===== src/hw/spw_regs.svh =====
// constants of the serial programming password gate
`ifndef SPW_REGS_SVH
`define SPW_REGS_SVH
`define SPW_USER_LO 17'h0_1000
`define SPW_USER_HI 17'h1_FEFF
`define SPW_CMP_END 17'h1_FF00
`define SPW_BLANK_LO 17'h1_FFE0
`define SPW_BLANK_BYTES 6'h20
`define SPW_MIN_LEN 8'h07
`define SPW_ERASED 8'hFF
`define SPW_REC_MARK 8'h3A
`define SPW_CMD_ERASE 8'hF0
`define SPW_CMD_WRITE 8'h30
`define SPW_CMD_READ 8'h40
`define SPW_CMD_LOADER 8'h60
`define SPW_CMD_SECURE 8'hFA
`define SPW_STATUS_OK 8'h00
`define SPW_STATUS_BLANK 8'h01
`endif


===== src/hw/spw_pkg.sv =====
// types of the serial programming password gate
`default_nettype none
package spw_pkg;
    typedef logic [16:0] spw_addr_t;
    typedef logic [7:0] spw_byte_t;
    typedef enum logic [3:0] {
        SPW_IDLE = 4'h0,
        SPW_ADDR_A = 4'h1,
        SPW_RD_LEN = 4'h2,
        SPW_ADDR_B = 4'h3,
        SPW_BLANK = 4'h4,
        SPW_STRING = 4'h5,
        SPW_CMP = 4'h6,
        SPW_WAIT_MARK = 4'h7,
        SPW_GRANT = 4'h8,
        SPW_DEAD = 4'h9
    } spw_dev_state_t;
    typedef enum logic [1:0] {
        SPW_H_IDLE = 2'h0,
        SPW_H_SEND = 2'h1,
        SPW_H_WAIT = 2'h2
    } spw_host_state_t;
endpackage
`default_nettype wire


===== src/hw/spw_link_if.sv =====
// byte stream link between programming controller and device
`default_nettype none
interface spw_link_if;
    logic rx_valid;
    logic [7:0] rx_data;
    logic tx_valid;
    logic [7:0] tx_data;
    modport device (input rx_valid, input rx_data, output tx_valid, output tx_data);
    modport host (output rx_valid, output rx_data, input tx_valid, input tx_data);
endinterface
`default_nettype wire


===== src/hw/spw_device.sv =====
// device end: password gate in front of protected commands
`include "spw_regs.svh"
`default_nettype none
module spw_device (
    input wire logic ref_clk_i,
    input wire logic rst_i,
    spw_link_if.device link,
    input wire logic serial_mode_i,
    input wire logic on_chip_debug_i,
    input wire logic start_i,
    input wire spw_pkg::spw_byte_t cmd_i,
    output logic fl_rd_o,
    output spw_pkg::spw_addr_t fl_addr_o,
    input wire spw_pkg::spw_byte_t fl_data_i,
    output logic granted_o,
    output logic pw_error_o,
    output logic blank_o,
    output logic busy_o
);
    import spw_pkg::*;

    typedef struct packed {
        spw_dev_state_t st;
        logic [1:0] cnt;
        spw_addr_t pw_count_location;
        spw_addr_t pw_compare_start;
        spw_byte_t n;
        spw_byte_t idx;
        spw_byte_t prev;
        logic [1:0] run;
        logic blank;
        logic [5:0] bidx;
        logic rd;
        spw_addr_t addr;
        logic granted;
        logic err;
        logic tx_v;
        spw_byte_t tx_d;
        spw_byte_t cmd;
        logic busy;
        logic [1:0] mode_sync;
        logic [1:0] dbg_sync;
    } spw_dev_t;

    spw_dev_t r, next_r;

    function automatic logic in_user(input spw_addr_t a);
        in_user = (a >= `SPW_USER_LO) && (a <= `SPW_USER_HI);
    endfunction

    function automatic logic needs_pw(input spw_byte_t c);
        needs_pw = (c == `SPW_CMD_ERASE) || (c == `SPW_CMD_WRITE) || (c == `SPW_CMD_READ) ||
                   (c == `SPW_CMD_LOADER) || (c == `SPW_CMD_SECURE);
    endfunction

    ////////////////////////////////////////////////////////////////////////////////
    always_comb begin
        next_r = r;
        next_r.rd = 1'b0;
        next_r.tx_v = 1'b0;
        // mode pins pass two flip-flops before the gate reads them
        next_r.mode_sync = {r.mode_sync[0], serial_mode_i};
        next_r.dbg_sync = {r.dbg_sync[0], on_chip_debug_i};
        unique case (r.st)
            SPW_IDLE: begin
                if (start_i && (r.mode_sync[1] || r.dbg_sync[1])) begin
                    next_r.cmd = cmd_i;
                    next_r.granted = 1'b0;
                    next_r.busy = 1'b1;
                    next_r.bidx = 6'h00;
                    next_r.blank = 1'b1;
                    next_r.st = SPW_BLANK;
                end
            end
            SPW_BLANK: begin
                // scan top area one byte per two cycles
                if (!r.rd) begin
                    next_r.addr = `SPW_BLANK_LO + 17'(r.bidx);
                    next_r.rd = 1'b1;
                end else begin
                    if (fl_data_i != `SPW_ERASED) begin
                        next_r.blank = 1'b0;
                    end
                    next_r.bidx = r.bidx + 6'h01;
                    if (r.bidx == `SPW_BLANK_BYTES - 6'h01) begin
                        if (!needs_pw(r.cmd)) begin
                            next_r.granted = 1'b1;
                            next_r.busy = 1'b0;
                            next_r.st = SPW_IDLE;
                        end else begin
                            next_r.cnt = 2'd0;
                            next_r.st = SPW_ADDR_A;
                        end
                    end
                end
            end
            SPW_ADDR_A: begin
                if (link.rx_valid) begin
                    next_r.pw_count_location = {r.pw_count_location[8:0], link.rx_data};
                    next_r.cnt = r.cnt + 2'd1;
                    if (r.cnt == 2'd2) begin
                        next_r.cnt = 2'd0;
                        next_r.addr = {r.pw_count_location[8:0], link.rx_data};
                        if (!in_user({r.pw_count_location[8:0], link.rx_data})) begin
                            next_r.st = SPW_DEAD;
                        end else begin
                            next_r.rd = 1'b1;
                            next_r.st = SPW_RD_LEN;
                        end
                    end
                end
            end
            SPW_RD_LEN: begin
                next_r.n = fl_data_i;
                // first start address byte arrives while the length is read
                if (link.rx_valid) begin
                    next_r.pw_compare_start = {r.pw_compare_start[8:0], link.rx_data};
                    next_r.cnt = r.cnt + 2'd1;
                end
                if (!r.blank && fl_data_i <= `SPW_MIN_LEN) begin
                    next_r.st = SPW_DEAD;
                end else begin
                    next_r.st = SPW_ADDR_B;
                end
            end
            SPW_ADDR_B: begin
                if (link.rx_valid) begin
                    next_r.pw_compare_start = {r.pw_compare_start[8:0], link.rx_data};
                    next_r.cnt = r.cnt + 2'd1;
                    if (r.cnt == 2'd2) begin
                        next_r.idx = 8'h00;
                        next_r.run = 2'd0;
                        next_r.st = SPW_STRING;
                        if (r.blank) begin
                            if (!in_user({r.pw_compare_start[8:0], link.rx_data})) begin
                                next_r.st = SPW_DEAD;
                            end else if (r.cmd == `SPW_CMD_WRITE || r.cmd == `SPW_CMD_LOADER) begin
                                next_r.st = SPW_WAIT_MARK;
                            end else begin
                                next_r.st = SPW_GRANT;
                            end
                        end else if ({r.pw_compare_start[8:0], link.rx_data} < `SPW_USER_LO ||
                                     {r.pw_compare_start[8:0], link.rx_data} > `SPW_CMP_END - 17'(r.n)) begin
                            next_r.st = SPW_DEAD;
                        end
                    end
                end
            end
            SPW_STRING: begin
                if (link.rx_valid) begin
                    next_r.prev = link.rx_data;
                    next_r.run = (r.idx != 8'h00 && link.rx_data == r.prev) ? r.run + 2'd1 : 2'd0;
                    next_r.addr = r.pw_compare_start + 17'(r.idx);
                    next_r.rd = 1'b1;
                    next_r.st = SPW_CMP;
                end
            end
            SPW_CMP: begin
                if (fl_data_i != r.prev || r.run >= 2'd2) begin
                    next_r.st = SPW_DEAD;
                end else if (r.idx == r.n - 8'h01) begin
                    next_r.st = SPW_GRANT;
                end else begin
                    next_r.idx = r.idx + 8'h01;
                    next_r.st = SPW_STRING;
                end
            end
            SPW_WAIT_MARK: begin
                if (link.rx_valid && link.rx_data == `SPW_REC_MARK) begin
                    next_r.st = SPW_GRANT;
                end
            end
            SPW_GRANT: begin
                next_r.granted = 1'b1;
                next_r.busy = 1'b0;
                next_r.tx_v = 1'b1;
                next_r.tx_d = r.blank ? `SPW_STATUS_BLANK : `SPW_STATUS_OK;
                next_r.st = SPW_IDLE;
            end
            SPW_DEAD: begin
                next_r.err = 1'b1;
                next_r.busy = 1'b0;
                next_r.granted = 1'b0;
            end
            default: next_r.st = SPW_DEAD;
        endcase
    end

    always_ff @(posedge ref_clk_i or posedge rst_i) begin
        if (rst_i) begin
            r <= '0;
        end else begin
            r <= next_r;
        end
    end

    ////////////////////////////////////////////////////////////////////////////////
    assign link.tx_valid = r.tx_v;
    assign link.tx_data = r.tx_d;
    assign fl_rd_o = r.rd;
    assign fl_addr_o = r.addr;
    assign granted_o = r.granted;
    assign pw_error_o = r.err;
    assign blank_o = r.blank;
    assign busy_o = r.busy;
endmodule
`default_nettype wire


===== src/flat_wrapper.sv =====
// flat-port wrapper written by rule: the top's interface ports become plain ports
module spw_device_flat import spw_pkg::*;
  (ref_clk_i, rst_i, serial_mode_i, on_chip_debug_i, start_i, cmd_i, fl_rd_o, fl_addr_o, fl_data_i, granted_o, pw_error_o, blank_o, busy_o, link_rx_valid, link_rx_data, link_tx_valid, link_tx_data);
  spw_link_if link_i ();
  input wire logic ref_clk_i;
  input wire logic rst_i;
  input wire logic serial_mode_i;
  input wire logic on_chip_debug_i;
  input wire logic start_i;
  input wire spw_pkg::spw_byte_t cmd_i;
  output logic fl_rd_o;
  output spw_pkg::spw_addr_t fl_addr_o;
  input wire spw_pkg::spw_byte_t fl_data_i;
  output logic granted_o;
  output logic pw_error_o;
  output logic blank_o;
  output logic busy_o;
  input wire logic [$bits(link_i.rx_valid)-1:0] link_rx_valid;
  input wire logic [$bits(link_i.rx_data)-1:0] link_rx_data;
  output wire logic [$bits(link_i.tx_valid)-1:0] link_tx_valid;
  output wire logic [$bits(link_i.tx_data)-1:0] link_tx_data;
  assign link_i.rx_valid = link_rx_valid;
  assign link_i.rx_data = link_rx_data;
  assign link_tx_valid = link_i.tx_valid;
  assign link_tx_data = link_i.tx_data;
  spw_device u_core (.ref_clk_i(ref_clk_i), .rst_i(rst_i), .link(link_i), .serial_mode_i(serial_mode_i), .on_chip_debug_i(on_chip_debug_i), .start_i(start_i), .cmd_i(cmd_i), .fl_rd_o(fl_rd_o), .fl_addr_o(fl_addr_o), .fl_data_i(fl_data_i), .granted_o(granted_o), .pw_error_o(pw_error_o), .blank_o(blank_o), .busy_o(busy_o));
endmodule

===== config.mk =====
export PLATFORM = sky130hd
export DESIGN_NAME = spw_device_flat
export DESIGN_NICKNAME = d
export VERILOG_FILES = /design/src/hw/spw_pkg.sv /design/src/hw/spw_link_if.sv /design/src/hw/spw_device.sv /design/src/flat_wrapper.sv
export VERILOG_INCLUDE_DIRS = /design/src /design/src/hw
export SDC_FILE = /design/constraint.sdc
export NUM_CORES = 1
export LEC_CHECK = 0
export BUFFER_PORTS_ARGS = -buffer_cell sky130_fd_sc_hd__buf_2
export CORE_ASPECT_RATIO = 1.2
export CORE_MARGIN = 10
export CORE_UTILIZATION = 40
export CTS_BUF_LIST = sky130_fd_sc_hd__clkbuf_8
export CTS_CLUSTER_DIAMETER = 100
export DETAILED_ROUTE_END_ITERATION = 6
export HOLD_SLACK_MARGIN = 0.03
export SLEW_MARGIN = 25
export SYNTH_ARGS = -nofsm -noshare
export SYNTH_HDL_FRONTEND = slang
export SYNTH_SLANG_ARGS = --single-unit

===== constraint.sdc =====
create_clock -name ref_clk_i -period 2.95 [get_ports ref_clk_i]
set_input_delay 0.59 -clock ref_clk_i [delete_from_list [all_inputs] [get_ports ref_clk_i]]
set_output_delay 0.59 -clock ref_clk_i [all_outputs]
set_load 0.02 [all_outputs]

Yosys cells after proc, flatten, opt, wreduce, memory -nomap -nowiden. Cells that the tools add are included.

Bits in registers: 115. Input bits: 30. Logic and storage cells: 167. Output and inout port bits: 31.

Magnitude comparators: 8. Eq/ne operators: 37. Bitwise operators: 1. Add/subtract/negate cells: 8. Reduce and logical (&&, ||, !) cells: 39. Muxes and demuxes: 54.

Operator list (number): two-way mux 18 bit (4); case mux 18 bit (3 select lines) (1); two-way mux 4 bit (12); case mux 4 bit (10 select lines) (1); >= comparator 17 x 13 -> 1 bit, second input constant (2); <= comparator 17 bit, second input constant (2); two-way mux 8 bit (4); two-way mux 6 bit (4); two-way mux 23 bit (1); AND reduction 5 bit (4); adder 17 x 8 -> 17 bit (1); greater-than comparator 17 bit (1); < comparator 17 x 13 -> 1 bit, second input constant (1); == test 4 x 3 -> 1 bit, second input constant (4); == test 8 x 6 -> 1 bit, second input constant (2); == test 8 x 7 -> 1 bit, second input constant (2); == test 8 bit (2); == test 8 bit, second input constant (2); inequality test 2 x 1 -> 1 bit, second input constant (8); inequality test 2 bit, second input constant (8); case mux 8 bit (2 select lines) (1); two-way mux 7 bit (2); case mux 7 bit (2 select lines) (1); two-way mux 1 bit (12); 36 further kinds (65).

Depth between registers and ports, before layout.
Word-level depth: 9. Mapped depth: 12. Depth with buffers taken out: 12.

Least setup slack after synthesis. Ideal clock, no wire load.

Kind: reg2reg. Start point: reg u_core.r[70] (netlist bit). End point: reg u_core.r[113] (netlist bit). Setup time: 0.125 ns. Period minus slack after synthesis: 2.606 ns. Path buffers: 1. Data required time: 2.825 ns. Data arrival time: 2.482 ns. Cell stages (with the launch flop): 13. Setup slack: 0.344 ns. Cells stage by stage: dfrtp_1 > clkbuf_1 > nor4_1 > nand2_1 > xor2_1 > inv_1 > ha_1 > a21oi_1 > o221ai_1 > a211oi_1 > o31ai_1 > o211ai_1 > mux2_2.

Cells in the longest elaborated chain, start to end: 8. Elaborated cells on any way between the ends: 12. Classes of those cells: add/sub (2); order compare (1); eq/ne (1); mux (7); reduce/logical (1).

RTL lines: start, declared (RTL line spw_device.sv:45) `spw_dev_t r, next_r;`; start signal, assigned (RTL line spw_device.sv:193) `r <= next_r;`; subtractor 9 x 9 -> 10 bit (no line); greater-than comparator 17 bit (RTL line spw_device.sv:143) `` {r.pw_compare_start[8:0], link.rx_data} > `SPW_CMP_END - 17'(r.n)) begin ``; logical OR 1 bit (RTL line spw_device.sv:142) `` end else if ({r.pw_compare_start[8:0], link.rx_data} < `SPW_USER_LO || ``; two-way mux 4 bit (RTL line spw_device.sv:142); two-way mux 4 bit (RTL line spw_device.sv:134) `if (r.blank) begin`; two-way mux 4 bit (RTL line spw_device.sv:130) `if (r.cnt == 2'd2) begin`; two-way mux 6 bit (RTL line spw_device.sv:127) `if (link.rx_valid) begin`; case mux 4 bit (10 select lines) * (RTL line spw_device.sv:64) `unique case (r.st)`.

Mark *: on every way between the ends. The rest lies on a longest branch, timed or not. The select of a mux whose other input is x is not followed. A chain may end at the register's enable or synchronous reset.

Worst setup path in the final report.
Start point: reg u_core.r[69] (netlist bit). End point: reg u_core.r[65] (netlist bit).

Cells in the longest elaborated chain, start to end: 4.

RTL lines: subtractor 8 x 1 -> 8 bit (RTL line spw_device.sv:161) `end else if (r.idx == r.n - 8'h01) begin`; == test 8 bit (RTL line spw_device.sv:161); inequality test 2 bit (no line); AND reduction 5 bit (no line).

No other way between the ends.

==> qor.yml <==
outcome: "complete, no violations"
critical-path-top-delay-family: "simple AND/OR/NAND/NOR gates"
power_frac_clock_pct: 40.9
worst-setup-path-type: "flop to flop"
cts_setup_buffers: 0
post-route-min-period_ps: 2770
place.gp.congestion: 0.870
area_growth_pct: 10.8
io_pins: 61
grt-ovfl-total: 0
synth.avg_cell_area_um2: 9.65
maxCapViolCount: 0
p_int_mw: 1.93
clk_path_buf_depth: 2
placementRows: 48
antenna_left: 0
die_w_um: 131
async_flop_share_pct: 100
synthTopCellsByArea: "dfrtp_1 (42%), mux2_2 (7.9%), ha_1 (5.2%)"
skew_ps: 9.45
yosysWarnings: 0
clk_pin_slew_ps: 100
cts_tree: "built"
drv_slew: 0
die_area_mm2: 0.0202
wl_per_cell_um: 18.4
synth_edf_count: 0
numPortBuffers: 53
yosysTopAreaCell: "dfrtp_1"
cts_buffers: 9
nFillCells: 1432
die_y_um: 154
routed-via-count: 4736
nets: 711
grt_use_met3_pct: 2.87
start_util_pct: 41.0
ys_types: 58
grt_use_met1_pct: 19.6
crit_buf_inv: 0
power_mw: 2.52
hold_path_class: "input pin to asynchronous set/reset pin"
fmax_mhz: 361
grtUsageMet2_pct: 26.0
max_slew_margin_pct: 50.7
cp_slowest_cell: "or4_4"
dpl.hpwl_um: 12000
drt_iter0_markers: 333
netlist_area_mm2: 0.00596
grt_pass1_vias: 4695
cp_max_fo: 14
ir_drop_mv: 0.219
busiest_layer: "met2"
max_stage_delay_ps: 540
grt.total_usage_pct: 15.6
crit_required_ps: 3280
seq_area_mm2: 0.00250
worstPathArrival_ps: 3100
antenna_cells: 0
synth_top_area_share_pct: 42.0
p_sw_uw: 590
grt_max_degree: 70
final_area_mm2: 0.00661
synth-seq-cells: 100
cts_sinks: 100
pwr-share-seq_pct: 54.5
grt_pass1_wl_um: 25500
drcViolationCount: 0
p_per_area_mw_per_mm2: 382
leakage_nw: 3.19
path_cells: "or4_4 > nor2_4 > xnor3_1 > and4_1 > a311o_1 > or4_1 > a21oi_1"
hold_viol: 0
setup_viol: 0
routed_wl_um: 15800
combPwrFrac_pct: 4.6
fin_crit_sh_pct: 94.0
syn-instance-count: 618
tightest_slew_ps: 737
post_dp_cell_area_mm2: 0.00637
yosysSeqAreaShare_pct: 42.0
endpoint_kind: "flop"
synth-main-ff-cell: "dfrtp_1"
htreeDepth: 3
drive_above_1_share_pct: 20.8
viasPerCell: 5.51
insertion_delay_ps: 400
switching_share_pct: 23.4
root_buffer: "clkbuf_8"
crit_path_start_kind: "flop"
multi_input_area_mm2: 0.00313
core_mm2: 0.0145
dr.pass1.iters: 5
antenna_found_initial: 0
[Yosys cell counts, drive strengths merged (8+ instances only)]
master and n:
a21oi 25, a221oi 11, and3 8, buf 27
clkbuf 22, dfrtp 100, ha 25, inv 24
mux2 42, nand2 56, nand3 18, nand4 15
nor2 49, nor3 16, nor4 10, o21ai 30
or4 8, xnor2 21, xor2 27
[stage by stage]
stage	util [%]	setup WS, ps	hold WS, ps	TNS, ps	std cells
3_3_place_gp	43.8	214	335	0	844
6_report	45.5	177	288	0	860
2_1_floorplan	-	344	331	0	624
3_5_place_dp	43.8	190	340	0	844
5_1_grt	45.5	-72.9	287	-80.2	860
4_1_cts	45.4	167	283	0	860
[power by group through the flow]
| stage | registers [mW] | clock network (mW) | logic (mW) |
|---|---|---|---|
| global route | 1.37 | 1.11 | 0.128 |
| CTS | 1.37 | 1.07 | 0.117 |
| floorplan | 1.40 | 0 | 0.0596 |
| detailed placement | 1.40 | 0 | 0.116 |
| finish | 1.37 | 1.03 | 0.115 |
| global placement | 1.40 | 0 | 0.115 |
[kinds of logic (layout without fill, tap and decap cells)]
family,Yosys count,after routing,synth area share (%)
other,1,7,0.0629
adder cells (fa/ha/maj),26,26,5.58
multiplexers,46,46,8.60
flip-flops,100,100,42.0
AND/OR/NAND/NOR,208,208,17.3
AO/OA/AOI/OAI,115,115,12.9
buffers and inverters,73,109,6.17
XOR/XNOR,49,49,7.43
[path summary, 6_finish.rpt]
kind	cells after the start	start	slack (ps)	endpoint
worst max-delay path	7	u_core.r[69]	180	u_core.r[65]
worst min-delay path	3	rst_i	290	u_core.fl_addr_o[14]
worst max register to register	7	u_core.r[69]	180	u_core.r[65]
worst min register to register	0	u_core.next_r[3]	360	u_core.r[3]
max in group asynchronous	3	rst_i	2330	u_core.r[67]
min in group ref_clk_i	1	on_chip_debug_i	300	u_core.next_r[1]
[routing by layer]
| metal | vias up | part of all wire [%] |
|---|---|---|
| met2 | 100 | 49 |
| met4 | 0 | 2.2 |
| met1 | 2351 | 44 |
| met5 | - | 0 |
| met3 | 22 | 4.0 |
| li1 | 2263 | - |
[registers in the layout, summed over array words and instances, names as in the netlist]
signal,flops
u_core.r,74
u_core.fl_rd_o,1
u_core.pw_error_o,1
u_core.link.tx_valid,1
u_core.granted_o,1
u_core.link.tx_data,1
u_core.next_r,2
u_core.blank_o,1
u_core.busy_o,1
u_core.fl_addr_o,17
[cell type report]
| class | count | area share [%] |
|---|---|---|
| clock buffers | 11 | 2.29 |
| inverters | 24 | 1.42 |
| clock inverters | 5 | 1.25 |
| multi-input cells | 451 | 47.3 |
| repair buffers | 69 | 6.02 |
| flip-flops and latches | 100 | 37.9 |
| well taps | 200 | 3.79 |
[layout by cell type (no fill, tap or decap), types with 4 or more instances in the layout]
cell	instances
xnor2_1	21
nor3_1	16
and3_1	8
buf_4	15
mux2_2	42
clkbuf_8	11
nand2_1	56
ha_1	25
a21o_1	6
mux2i_1	4
o21ai_0	30
nor4_1	8
a222oi_1	4
nor2b_1	6
or4_1	7
xor2_1	27
or3_1	6
nand4_1	15
buf_2	53
inv_1	23
a221oi_1	11
a211oi_1	6
o31ai_1	5
dfrtp_1	99
a21oi_1	25
nor2_1	48
conb_1	7
nand3_1	18
[worst register-to-register path, stage by stage, from the launching register on]
cell and delay (ps):
dfrtp_1 480, or4_4 540, nor2_4 120, xnor3_1 200, and4_1 220, a311o_1 490
or4_1 510, a21oi_1 150
[repair_timing]
item / 4_1_cts / 5_1_grt
setup endpoints to repair: 0 / 2
resized for setup: 0 / 2
hold buffers: 0 / 0
(Power assumes the default switching activity.)
